--- config.mk ---
export PLATFORM = sky130hd
export DESIGN_NAME = ridc_io_decode
export DESIGN_NICKNAME = d
export VERILOG_FILES = /design/src/core/ridc_pkg.sv /design/src/core/ridc_clock_cfg.sv /design/src/core/ridc_cmos_ram.sv /design/src/core/ridc_io_decode.sv
export SDC_FILE = /design/constraint.sdc
export NUM_CORES = 2
export LEC_CHECK = 0
export BUFFER_PORTS_ARGS = -buffer_cell sky130_fd_sc_hd__buf_2
export CORE_MARGIN = 3
export CORE_UTILIZATION = 55
export CTS_CLUSTER_DIAMETER = 30
export DETAILED_ROUTE_END_ITERATION = 10
export GPL_TIMING_DRIVEN = 0
export PLACE_DENSITY_LB_ADDON = 0.2
export SETUP_SLACK_MARGIN = 0.5
export SLEW_MARGIN = 0
export SYNTH_ARGS = -nofsm -noshare
export SYNTH_HDL_FRONTEND = slang
export SYNTH_HIERARCHICAL = 1
export SYNTH_SLANG_ARGS = --single-unit
--- constraint.sdc ---
create_clock -name clk_sys -period 5.6 [get_ports clk_sys]
set_input_delay 0 -clock clk_sys [delete_from_list [all_inputs] [get_ports clk_sys]]
set_output_delay 0 -clock clk_sys [all_outputs]
set_load 0.01 [all_outputs]
--- src/core/ridc_pkg.sv ---
// ridc_pkg: constants, state type and shared decode helpers for the clock-port decode block.
// assumes a single 50 MHz system clock and synchronous active-high reset everywhere.
package ridc_pkg;

   // configuration space of function 0
   localparam logic [7:0] CLOCK_CFG_OFFSET = 8'hCB;
   localparam logic [7:0] CLOCK_CFG_RESET = 8'h21;
   localparam logic [7:0] CLOCK_CFG_WRMASK = 8'h3D; // bits 7:6 and 1 reserved

   // field positions of clock_access_config
   localparam int CFG_POS_DECODE = 5;
   localparam int CFG_POS_LOCK_UP = 4;
   localparam int CFG_POS_LOCK_LO = 3;
   localparam int CFG_POS_UP_EN = 2;
   localparam int CFG_POS_STD_EN = 0;

   // I/O ports decoded here: the four clock ports and the two plug-and-play ports
   localparam logic [15:0] PORT_STD_INDEX = 16'h0070;
   localparam logic [15:0] PORT_STD_DATA = 16'h0071;
   localparam logic [15:0] PORT_EXT_INDEX = 16'h0072;
   localparam logic [15:0] PORT_EXT_DATA = 16'h0073;
   localparam logic [15:0] PORT_PNP_ADDR = 16'h0279;
   localparam logic [15:0] PORT_PNP_WDATA = 16'h0A79;

   // lockable byte window inside each 128-byte bank
   localparam logic [6:0] LOCK_FIRST = 7'h38;
   localparam logic [6:0] LOCK_LAST = 7'h3F;

   // claim timing in clock cycles after the address phase
   localparam logic [2:0] CLAIM_MEDIUM_CYC = 3'h2;
   localparam logic [2:0] CLAIM_SUB_CYC = 3'h4;

   typedef enum logic [2:0] {
      S_IDLE = 3'b000,
      S_DECODE = 3'b001,
      S_SUB = 3'b010,
      S_ISA = 3'b011,
      S_INT = 3'b100,
      S_DONE = 3'b101
   } ridc_state_t;

   // true when the byte offset lies in the lockable window
   function automatic logic ridc_in_lock(input logic [6:0] off);
      ridc_in_lock = (off >= LOCK_FIRST) && (off <= LOCK_LAST);
   endfunction

   // true for any of the four clock ports
   function automatic logic ridc_is_clock_port(input logic [15:0] addr);
      ridc_is_clock_port = (addr[15:2] == PORT_STD_INDEX[15:2]);
   endfunction

endpackage

--- src/core/ridc_clock_cfg.sv ---
// ridc_clock_cfg: the clock_access_config register with its write-once lock bits.
// assumes config cycles arrive as single-cycle strobes with offset and byte data.
`timescale 1ns/1ps
`default_nettype none
module ridc_clock_cfg
   import ridc_pkg::*;
(
   input wire logic clk_sys, // system clock
   input wire logic rst, // synchronous reset
   input wire logic cfgWrite, // config write strobe
   input wire logic cfgRead, // config read strobe
   input wire logic [7:0] cfgOffset, // config byte offset
   input wire logic [7:0] cfgWData, // config write data
   output logic [7:0] cfgValue_q, // current register contents
   output logic [7:0] cfgRData_q // read answer, zero when unmapped
);

   logic [7:0] cfgValue_d;
   logic [7:0] cfgRData_d;
   logic hit;

   // next value: plain bits follow the write, lock bits can only be set
   always_comb begin
      hit = (cfgOffset == CLOCK_CFG_OFFSET);
      cfgValue_d = cfgValue_q;
      cfgRData_d = cfgRData_q;
      if (cfgWrite && hit) begin
         cfgValue_d = cfgWData & CLOCK_CFG_WRMASK; // RL18
         cfgValue_d[CFG_POS_LOCK_UP] = cfgValue_q[CFG_POS_LOCK_UP] | cfgWData[CFG_POS_LOCK_UP]; // RL13
         cfgValue_d[CFG_POS_LOCK_LO] = cfgValue_q[CFG_POS_LOCK_LO] | cfgWData[CFG_POS_LOCK_LO]; // RL13
      end
      if (cfgRead) begin
         cfgRData_d = hit ? cfgValue_q : 8'h00;
      end
   end

   // only a hardware reset clears the locks
   always_ff @(posedge clk_sys) begin
      if (rst) begin
         cfgValue_q <= CLOCK_CFG_RESET; // RL7
         cfgRData_q <= 8'h00;
      end else begin
         cfgValue_q <= cfgValue_d;
         cfgRData_q <= cfgRData_d;
      end
   end

endmodule // ridc_clock_cfg
`default_nettype wire

--- src/core/ridc_cmos_ram.sv ---
// ridc_cmos_ram: two 128-byte clock RAM banks with the 38h-3Fh lockout.
// assumes at most one of wrEn and rdEn per cycle; read data follows one cycle later.
`timescale 1ns/1ps
`default_nettype none
module ridc_cmos_ram
   import ridc_pkg::*;
(
   input wire logic clk_sys, // system clock
   input wire logic rst, // synchronous reset
   input wire logic wrEn, // write strobe
   input wire logic rdEn, // read strobe
   input wire logic bankUpper, // 1 selects extended bank
   input wire logic [6:0] offset, // byte within bank
   input wire logic [7:0] wData, // write data
   input wire logic lockLower, // standard bank window locked
   input wire logic lockUpper, // extended bank window locked
   output logic [7:0] rData_q // read data
);

   logic [7:0] mem [0:255];
   logic [7:0] rData_d;
   logic locked;
   logic [7:0] addr;

   // locked bytes read as zero so nothing stored leaks out
   always_comb begin
      addr = {bankUpper, offset};
      locked = ridc_in_lock(offset) && (bankUpper ? lockUpper : lockLower); // RL10 RL12
      rData_d = rData_q;
      if (rdEn) begin
         rData_d = locked ? 8'h00 : mem[addr]; // RL11
      end
   end

   // memory contents are battery-backed in spirit, so reset leaves them alone
   always_ff @(posedge clk_sys) begin
      if (wrEn && !locked) begin
         mem[addr] <= wData; // RL11
      end
   end

   always_ff @(posedge clk_sys) begin
      if (rst) begin
         rData_q <= 8'h00;
      end else begin
         rData_q <= rData_d;
      end
   end

endmodule // ridc_cmos_ram
`default_nettype wire

--- src/core/ridc_io_decode.sv ---
// ridc_io_decode: claims PCI I/O cycles, serves the clock ports and forwards the rest to ISA.
// assumes one I/O request at a time, other agents' claims seen as a level, ISA engine outside.
//
// What this block does
// RL1 - decode-mode input: 0 subtractive by default, 1 positive
// RL2 - positive mode claims at medium timing, forwards only enabled ranges
// RL3 - subtractive mode also claims any cycle no other agent claimed
// RL4 - bus-type input: 0 reduced expansion bus by default, 1 full ISA
// RL5 - bus type muxes check pin and address pins LA17-23 with general I/O
// RL6 - decode mode works the same for either bus type
// RL7 - clock config register lives at CBh, resets to 21h
// RL8 - bit 5 picks positive or subtractive claim for ports 70-73h
// RL9 - software clears bit 5 when the clock is external
// RL10 - bit 4 locks extended-bank bytes 38h-3Fh
// RL11 - locked bytes ignore writes and never reveal their contents
// RL12 - bit 3 locks standard-bank bytes 38h-3Fh
// RL13 - lock bits are set-only, cleared by hardware reset alone
// RL14 - bit 2 serves 72-73h internally, else forwards to ISA
// RL15 - bit 0 serves 70-71h internally, else forwards to ISA
// RL16 - extended bank stays reachable while standard bank is off
// RL17 - in positive mode plug-and-play ports need their own enable
// RL18 - reserved bits 7:6 and 1 read zero, ignore writes
// RL19 - subtractive clock cycles forward only after no one else claimed
`timescale 1ns/1ps
`default_nettype none
module ridc_io_decode
   import ridc_pkg::*;
(
   input wire logic clk_sys, // 50 MHz system clock
   input wire logic rst, // synchronous reset, active high
   input wire logic cfgWrite, // config write strobe, function 0
   input wire logic cfgRead, // config read strobe, function 0
   input wire logic [7:0] cfgOffset, // config byte offset
   input wire logic [7:0] cfgWData, // config write data
   output logic [7:0] cfgRData_q, // config read data
   input wire logic positiveDecodeSel, // 1 positive, 0 subtractive decode
   input wire logic fullIsaSel, // 1 full ISA, 0 reduced_expansion_io_bus
   input wire logic plugPlayPortDecodeEn, // forward 279h/A79h in positive mode
   input wire logic ioReq, // I/O cycle start, one cycle
   input wire logic ioWrite, // 1 write, 0 read
   input wire logic [15:0] ioAddr, // I/O address
   input wire logic [7:0] ioWData, // write data
   input wire logic rangeHit, // address in another enabled range
   input wire logic otherAgentClaim, // some other agent claimed
   output logic devselClaim_q, // this bridge claims the cycle
   output logic ioDone_q, // cycle complete, one cycle
   output logic [7:0] ioRData_q, // read data, valid with ioDone_q
   output logic isaFwdReq_q, // forward request to ISA engine
   output logic isaFwdWrite_q, // forwarded direction
   output logic [15:0] isaFwdAddr_q, // forwarded address
   output logic [7:0] isaFwdWData_q, // forwarded write data
   input wire logic isaDone, // ISA engine finished
   input wire logic [7:0] isaRData, // ISA read data
   input wire logic [6:0] isaUpperAddr, // LA23..LA17 from ISA engine
   input wire logic [6:0] gpoDrive, // general_outputs_one_to_seven values
   input wire logic chanCheckPinN, // level on the channel-check pin
   output logic [6:0] laPins_q, // LA23..LA17 or general outputs
   output logic generalInputZero_q, // general_input_zero read back
   output logic isaChanCheckN_q // channel check to ISA, high when unused
);

   logic [7:0] cfgValue;
   logic [7:0] ramRData;
   logic clkPosDecode;
   logic lockUp;
   logic lockLo;
   logic upEn;
   logic stdEn;

   ridc_state_t state_q, state_d;
   logic [2:0] cnt_q, cnt_d;
   logic [15:0] addr_q, addr_d;
   logic write_q, write_d;
   logic [7:0] wdata_q, wdata_d;
   logic otherSeen_q, otherSeen_d;
   logic [6:0] idxStd_q, idxStd_d;
   logic [6:0] idxExt_q, idxExt_d;
   logic devsel_d;
   logic ioDone_d;
   logic [7:0] ioRData_d;
   logic isaFwdReq_d;
   logic isaFwdWrite_d;
   logic [15:0] isaFwdAddr_d;
   logic [7:0] isaFwdWData_d;
   logic [6:0] laPins_d;
   logic generalInputZero_d;
   logic isaChanCheckN_d;

   logic isClock;
   logic isPnp;
   logic posHit;
   logic subOk;
   logic internal;
   logic claimNow;
   logic ramWr;
   logic ramRd;
   logic ramUpper;
   logic [6:0] ramOff;

   ridc_clock_cfg u_cfg (
      .clk_sys(clk_sys),
      .rst(rst),
      .cfgWrite(cfgWrite),
      .cfgRead(cfgRead),
      .cfgOffset(cfgOffset),
      .cfgWData(cfgWData),
      .cfgValue_q(cfgValue),
      .cfgRData_q(cfgRData_q)
   );

   ridc_cmos_ram u_ram (
      .clk_sys(clk_sys),
      .rst(rst),
      .wrEn(ramWr),
      .rdEn(ramRd),
      .bankUpper(ramUpper),
      .offset(ramOff),
      .wData(wdata_q),
      .lockLower(lockLo),
      .lockUpper(lockUp),
      .rData_q(ramRData)
   );

   // configuration fields
   assign clkPosDecode = cfgValue[CFG_POS_DECODE];
   assign lockUp = cfgValue[CFG_POS_LOCK_UP];
   assign lockLo = cfgValue[CFG_POS_LOCK_LO];
   assign upEn = cfgValue[CFG_POS_UP_EN];
   assign stdEn = cfgValue[CFG_POS_STD_EN];

   // address classification; bus type never enters here, so every mix works
   always_comb begin
      isClock = ridc_is_clock_port(addr_q);
      isPnp = (addr_q == PORT_PNP_ADDR) || (addr_q == PORT_PNP_WDATA);
      // the two banks are gated separately, so one can be off without the other
      internal = isClock && (addr_q[1] ? upEn : stdEn); // RL14 RL15 RL16
      if (isClock) begin
         posHit = clkPosDecode; // RL8
         subOk = !clkPosDecode; // RL8
      end else if (isPnp) begin
         posHit = plugPlayPortDecodeEn; // RL17
         subOk = !positiveDecodeSel; // RL3
      end else begin
         posHit = rangeHit; // RL2
         subOk = !positiveDecodeSel; // RL1 RL3 RL6
      end
   end

   // cycle sequencer: medium claim window, then subtractive window
   always_comb begin
      state_d = state_q;
      cnt_d = cnt_q;
      addr_d = addr_q;
      write_d = write_q;
      wdata_d = wdata_q;
      otherSeen_d = otherSeen_q;
      idxStd_d = idxStd_q;
      idxExt_d = idxExt_q;
      devsel_d = devselClaim_q;
      ioDone_d = 1'b0;
      ioRData_d = ioRData_q;
      isaFwdReq_d = isaFwdReq_q;
      isaFwdWrite_d = isaFwdWrite_q;
      isaFwdAddr_d = isaFwdAddr_q;
      isaFwdWData_d = isaFwdWData_q;
      claimNow = 1'b0;
      ramWr = 1'b0;
      ramRd = 1'b0;
      ramUpper = addr_q[1];
      ramOff = addr_q[1] ? idxExt_q : idxStd_q;
      case (state_q)
         S_IDLE: begin
            if (ioReq) begin
               addr_d = ioAddr;
               write_d = ioWrite;
               wdata_d = ioWData;
               otherSeen_d = otherAgentClaim;
               cnt_d = 3'h1;
               state_d = S_DECODE;
            end
         end
         S_DECODE: begin
            cnt_d = cnt_q + 3'h1;
            otherSeen_d = otherSeen_q | otherAgentClaim;
            if (cnt_q == CLAIM_MEDIUM_CYC) begin
               if (posHit) begin
                  claimNow = 1'b1; // RL2
               end else if (subOk) begin
                  state_d = S_SUB;
               end else begin
                  state_d = S_IDLE; // positive mode, not ours
               end
            end
         end
         S_SUB: begin
            cnt_d = cnt_q + 3'h1;
            // a claim seen anywhere in the window means the cycle is someone else's
            if (otherSeen_q || otherAgentClaim) begin
               state_d = S_IDLE; // RL3 RL19
            end else if (cnt_q == CLAIM_SUB_CYC) begin
               claimNow = 1'b1; // RL3 RL19
            end
         end
         S_ISA: begin
            if (isaDone) begin
               isaFwdReq_d = 1'b0;
               ioRData_d = write_q ? ioRData_q : isaRData;
               state_d = S_DONE;
            end
         end
         S_INT: begin
            if (!write_q) begin
               if (addr_q[0]) begin
                  ioRData_d = ramRData;
               end else begin
                  ioRData_d = {1'b0, addr_q[1] ? idxExt_q : idxStd_q};
               end
            end
            state_d = S_DONE;
         end
         S_DONE: begin
            ioDone_d = 1'b1;
            devsel_d = 1'b0;
            state_d = S_IDLE;
         end
         default: begin
            state_d = S_IDLE;
            devsel_d = 1'b0;
            isaFwdReq_d = 1'b0;
         end
      endcase
      // a claimed cycle is served by the clock banks or handed to ISA
      if (claimNow) begin
         devsel_d = 1'b1;
         if (internal) begin
            state_d = S_INT;
            if (addr_q[0]) begin
               ramWr = write_q;
               ramRd = !write_q;
            end else if (write_q) begin
               if (addr_q[1]) begin
                  idxExt_d = wdata_q[6:0];
               end else begin
                  idxStd_d = wdata_q[6:0];
               end
            end
         end else begin
            state_d = S_ISA; // RL14 RL15
            isaFwdReq_d = 1'b1;
            isaFwdWrite_d = write_q;
            isaFwdAddr_d = addr_q;
            isaFwdWData_d = wdata_q;
         end
      end
   end

   // pin function mux follows the bus type alone
   always_comb begin
      laPins_d = fullIsaSel ? isaUpperAddr : gpoDrive; // RL4 RL5
      generalInputZero_d = fullIsaSel ? 1'b0 : chanCheckPinN; // RL5
      isaChanCheckN_d = fullIsaSel ? chanCheckPinN : 1'b1; // RL5
   end

   always_ff @(posedge clk_sys) begin
      if (rst) begin
         state_q <= S_IDLE;
         cnt_q <= 3'h0;
         addr_q <= 16'h0000;
         write_q <= 1'b0;
         wdata_q <= 8'h00;
         otherSeen_q <= 1'b0;
         idxStd_q <= 7'h00;
         idxExt_q <= 7'h00;
         devselClaim_q <= 1'b0;
         ioDone_q <= 1'b0;
         ioRData_q <= 8'h00;
         isaFwdReq_q <= 1'b0;
         isaFwdWrite_q <= 1'b0;
         isaFwdAddr_q <= 16'h0000;
         isaFwdWData_q <= 8'h00;
         laPins_q <= 7'h00;
         generalInputZero_q <= 1'b0;
         isaChanCheckN_q <= 1'b1;
      end else begin
         state_q <= state_d;
         cnt_q <= cnt_d;
         addr_q <= addr_d;
         write_q <= write_d;
         wdata_q <= wdata_d;
         otherSeen_q <= otherSeen_d;
         idxStd_q <= idxStd_d;
         idxExt_q <= idxExt_d;
         devselClaim_q <= devsel_d;
         ioDone_q <= ioDone_d;
         ioRData_q <= ioRData_d;
         isaFwdReq_q <= isaFwdReq_d;
         isaFwdWrite_q <= isaFwdWrite_d;
         isaFwdAddr_q <= isaFwdAddr_d;
         isaFwdWData_q <= isaFwdWData_d;
         laPins_q <= laPins_d;
         generalInputZero_q <= generalInputZero_d;
         isaChanCheckN_q <= isaChanCheckN_d;
      end
   end

endmodule // ridc_io_decode
`default_nettype wire

==> Yosys cells after proc, flatten, opt, wreduce, memory -nomap -nowiden <==
Memories as Yosys holds them, arrays and structs flattened.
Cells that the tools add are included.
{ "totals": {"regBits": 112, "ramBits": 2048, "wordCells": 127, "mem_count": 1} }
{ "classes": {"addsub": 1, "n_lt_le_gt_ge": 2, "n_eq_ne": 21, "muxes": 46, "n_bitwise": 7, "n_reduce_logical": 28} }
{ "mem_list": {"columns": ["name", "words", "word_bits", "rd", "rd_clocked_by_memory_dff", "wr", "line", "rtl"], "rows": [
  ["u_ram.mem", 256, 8, 1, 0, 1, "ridc_cmos_ram.sv:20", "logic [7:0] mem [0:255];"]
]} }
{ "ops": {"columns": ["operator", "n"], "rows": [
  ["2-to-1 mux 8 bit", 5],
  ["2-to-1 mux 1 bit", 24],
  ["2-to-1 mux 3 bit", 7],
  ["== test 16 x 10 -> 1 bit (second input constant)", 1],
  ["== test 16 x 12 -> 1 bit (second input constant)", 1],
  ["case mux 8 bit (2 select lines)", 1],
  ["inequality test 3 bit (second input constant)", 5],
  ["case mux 3 bit (5 select lines)", 1],
  ["AND reduction 5 bit", 3],
  ["== test 14 x 5 -> 1 bit (second input constant)", 1],
  ["2-to-1 mux 7 bit", 2],
  ["OR reduction 5 bit", 2],
  ["== test 3 x 2 -> 1 bit (second input constant)", 3],
  ["== test 3 bit (second input constant)", 3],
  ["== test 8 bit (second input constant)", 1],
  ["inequality test 2 bit (second input constant)", 4],
  ["AND reduction 2 bit", 4],
  [">= comparator 7 x 6 -> 1 bit (second input constant)", 1],
  ["<= comparator 7 x 6 -> 1 bit (second input constant)", 1],
  ["2-to-1 mux 6 bit", 1],
  ["case mux 1 bit (2 select lines)", 3],
  ["case mux 3 bit (2 select lines)", 1],
  ["nonzero test 2 bit", 3],
  ["OR reduction 2 bit", 3],
  ["other kinds (11)", 24]
]} }

==> Longest topological paths before layout <==
{ "depth": {"ltp_word": 11, "ltp_mapped": 14, "mapped_depth_nobuf": 13} }

==> Cells and area by module <==
The synthesis kept the hierarchy.
{ "by_module_without_submodules": {"columns": ["module", "instances", "cells_each", "area_each_um2", "seq_area_each_um2"], "rows": [
  ["ridc_cmos_ram", 1, 3812, 79962.9, 61659.1],
  ["ridc_io_decode", 1, 427, 3872.5, 1821.7],
  ["ridc_clock_cfg", 1, 53, 488.0, 200.2]
]} }

==> Least setup slack after synthesis <==
OpenSTA, ideal clock, no wires.
{ "synth_timing": {"path_type": "reg2reg", "startpoint": "register wdata_q[0]", "endpoint": "memory u_ram.mem[0][0] (data pin)", "arrival_ns": 3.442, "required_time_ns": 4.735, "path_slack_ns": 1.293, "stages_incl_launch_ff": 1, "path_buffers": 0, "period_less_slack_ns": 4.307, "path_cell_list": "dfxtp_1"} }
{ "synth_rtl": {"columns": ["item", "line", "rtl"], "rows": [
  ["start: declaration", "ridc_io_decode.sv:74", "logic [7:0] wdata_q, wdata_d;"],
  ["start signal: assignment", "ridc_io_decode.sv:289", "wdata_q <= wdata_d;"],
  ["end: declaration", "ridc_cmos_ram.sv:20", null]
]} }
Straight into the memory's write port.

==> Worst setup path after layout <==
{ "layout_timing": {"startpoint": "register addr_q[1]", "endpoint": "register u_ram.rData_q[7]"} }
{ "layout_via": {"elab_cells_between_ends": 20} }
{ "layout_rtl": {"columns": ["item", "line", "rtl"], "rows": [
  ["start: declaration", "ridc_io_decode.sv:72", "logic [15:0] addr_q, addr_d;"],
  ["start signal: assignment", "ridc_io_decode.sv:287", "addr_q <= addr_d;"],
  ["2-to-1 mux 7 bit (*)", "ridc_io_decode.sv:170", "ramOff = addr_q[1] ? idxExt_q : idxStd_q;"],
  ["net ramOff[2]", "ridc_io_decode.sv:98", "logic [6:0] ramOff;"],
  ["branches (longest 3 deep; another with memory (256 x 8 bit))", null, null],
  ["2-to-1 mux 8 bit (*)", "ridc_cmos_ram.sv:31", "rData_d = locked ? 8'h00 : mem[addr];"],
  ["end signal: assignment", "ridc_cmos_ram.sv:46", "rData_q <= rData_d;"],
  ["end: declaration", "ridc_cmos_ram.sv:17", "output logic [7:0] rData_q"]
]} }
Mark *: on every way through the listed nets, which the timed path passes.
A chain may end at the register's enable or synchronous reset.

==> run summary <==
Register-to-Register Path Depth - 10
worst-margin pin slew - 1.570 ns
initial core utilization - 0.5543
TritonCTS clock tree - yes
worst setup path class - reg2reg
Worst EP required - 6.33 ns
DIE AREA - 158,000 um2
slowest CP cell - o311ai_1
Clock power frac - 0.565
Fmax - 0.1799 GHz
hold path depth - 5
total clock sinks - 2,157
failing checks - max-capacitance violations, max-slew violations
final net count - 5,120
DR vias - 49,330
Antenna Nets Post-Route - 0
largest net degree at the start of global routing - 109
routed vias/inst - 6.664
peak supply drop - 353.2 uV
WP depth - 10
Max Buffers Root-to-Sink - 4
crit path buf inv count - 4
WL/cell - 34.70 um
Crit path top cell by count - clkbuf_1
Worst path max stage delay - 1.33 ns
CORE AREA - 152,100 um2
initial antenna violation count - 11
CP Cell Sequence - buf_6 > mux2_2 > clkbuf_1 > and3b_1 > clkbuf_1 > clkbuf_1 > a22oi_1 > nand4_1 > o311ai_1 > nand4_1
Final period util - 0.9927
Reg power frac - 0.417
switch share - 0.2044
port bufs - 119
RSZ-0062 raised after global routing - true
outcome - complete, but fails checks
Leakage - 33.41 nW
io pins - 128
Ys Warns - 6
root buffer cell - clkbuf_16
vias in the first global route - 49,440
H-tree Lvls - 5
setup TNS - 0 ns
Mapped Area - 84,300 um2
Synth Area per Inst - 19.66 um2
Comb power frac - 0.017
commonest cells after routing, fill and taps aside - 2,048 x edfxtp_1, 434 x mux4_2, 422 x clkbuf_16
WHS - 0.1148 ns
share of cells above drive strength 1 - 0.3078
Final GP Congestion - 0.9882
switching power - 8.774 mW
Die Height - 397.5 um
# rows - 143
commonest non-fill, non-tap cell in the layout - edfxtp_1
Final Max Slew Viols - 2
remaining global-route overflow - 0
drt pass-1 iters - 8
Largest delay share family, worst path - compound AO/OA/AOI/OAI gates
Power Total - 42.93 mW
CTS buffer count - 414
Internal - 34.16 mW
Tmin final - 5.559 ns
chip width - 397.5 um
clock-pin slew on the worst setup and hold paths - 0.05 ns
All-Layer GR Usage - 0.3274
final hold violation count - 0
DR iter-0 viols - 7,702
Clock Skews - 0.07241 ns
Final Setup Violations - 0
pwr dens - 410.3 nW/um2
Hold Crit Class - in2reg
CP max FO - 10
max-cap violations - 1
final WL - 256,900 um
Worst slew margin - -0.06298
clock latency at the later pin of the worst-skew pair - 0.96 ns
first-pass GRT wire length - 362,000 um
FILL cells - 9,210
WP data arrival - 6.29 ns
HPWL Detailed - 162,200 um
endpoint type of the worst setup path - flip-flop
# DRC - 0
cells after synthesis - 4,289
Setup crit start kind - flip-flop
Area Overhead vs Synth - 24.14%
==> metrics by stage <==
stage / util / setup slack (ns) / cells / area, um2
2_1_floorplan: - / 1.293 / 4291 / 84310
3_3_place_gp: 0.5750 / -3.239 / 6440 / 87440
3_5_place_dp: 0.5794 / -0.2294 / 6464 / 88110
4_1_cts: 0.6853 / 0.2535 / 7395 / 104200
5_1_grt: 0.6881 / 0.2695 / 7400 / 104600
6_report: 0.6881 / 0.04107 / 7403 / 104600
==> flip-flops by register name, indices dropped and copies added (netlist names), 8 cells and up <==
signal and count:
u_ram/rData_q 8, ioRData_q 8, isaFwdAddr_q 16, u_ram/mem 2048, wdata_q 8, isaFwdWData_q 8
addr_q 16
==> layer usage <==
metal	routed length [um]	GRT usage	vias to the layer above	share of wire
met3	33570	0.1134	761	0.13
met5	86	0	-	0.00033
met4	14450	0.1682	12	0.056
li1	-	-	19340	-
met2	117800	0.4904	3695	0.46
met1	90990	0.4284	25520	0.35
==> cell type report <==
| type | count | area (um2) | area share |
|---|---|---|---|
| Multi-Input combinational cell | 1851 | 19770 | 0.1889 |
| Clock buffer | 472 | 10800 | 0.1032 |
| Tap cell | 2030 | 2540 | 0.02427 |
| Timing Repair Buffer | 335 | 3136 | 0.02996 |
| Antenna cell | 3 | 7.507 | 0.00007174 |
| Buffer | 273 | 1667 | 0.01593 |
| Sequential cell | 2157 | 63710 | 0.6088 |
| Inverter | 10 | 37.54 | 0.0003587 |
| Clock inverter | 272 | 2988 | 0.02855 |
==> worst reg2reg max path, stage by stage (launching register included) <==
cell and delay [ns]:
dfxtp_1 0.53, buf_6 0.22, mux2_2 0.44, clkbuf_1 0.46, and3b_1 0.37, clkbuf_1 0.41, clkbuf_1 0.57, a22oi_1 0.56
nand4_1 0.25, o311ai_1 1.33, nand4_1 0.22
==> power groups by stage <==
stage	combinational [mW]	clock [mW]	sequential, mW
after floorplan	0.124	0	18.4
after global placement	0.206	0	18.7
after detailed placement	0.595	0	18.2
after CTS	0.696	24.4	17.9
after global routing	0.772	25.3	17.9
final	0.737	24.3	17.9
==> repair_timing <==
action / 4_1_cts / 5_1_grt
pin swaps: 0 / 4
buffers inserted: 0 / 4
endpoints found under the hold margin: 98 / 0
gates resized for setup: 152 / 117
hold buffers: 187 / 0
setup endpoints to repair: 1703 / 1622
==> final timing paths <==
path                            slack [ns]                   to                start
worst max register to register        0.04     u_ram/rData_q[7]            addr_q[1]
worst min register to register        0.48  u_cfg/cfgRData_q[2]  u_cfg/cfgRData_q[2]
worst min-delay path                  0.11  u_cfg/cfgValue_q[5]             cfgWrite
worst max-delay path                  0.04     u_ram/rData_q[7]            addr_q[1]
Power figures use the tool's default switching activity.
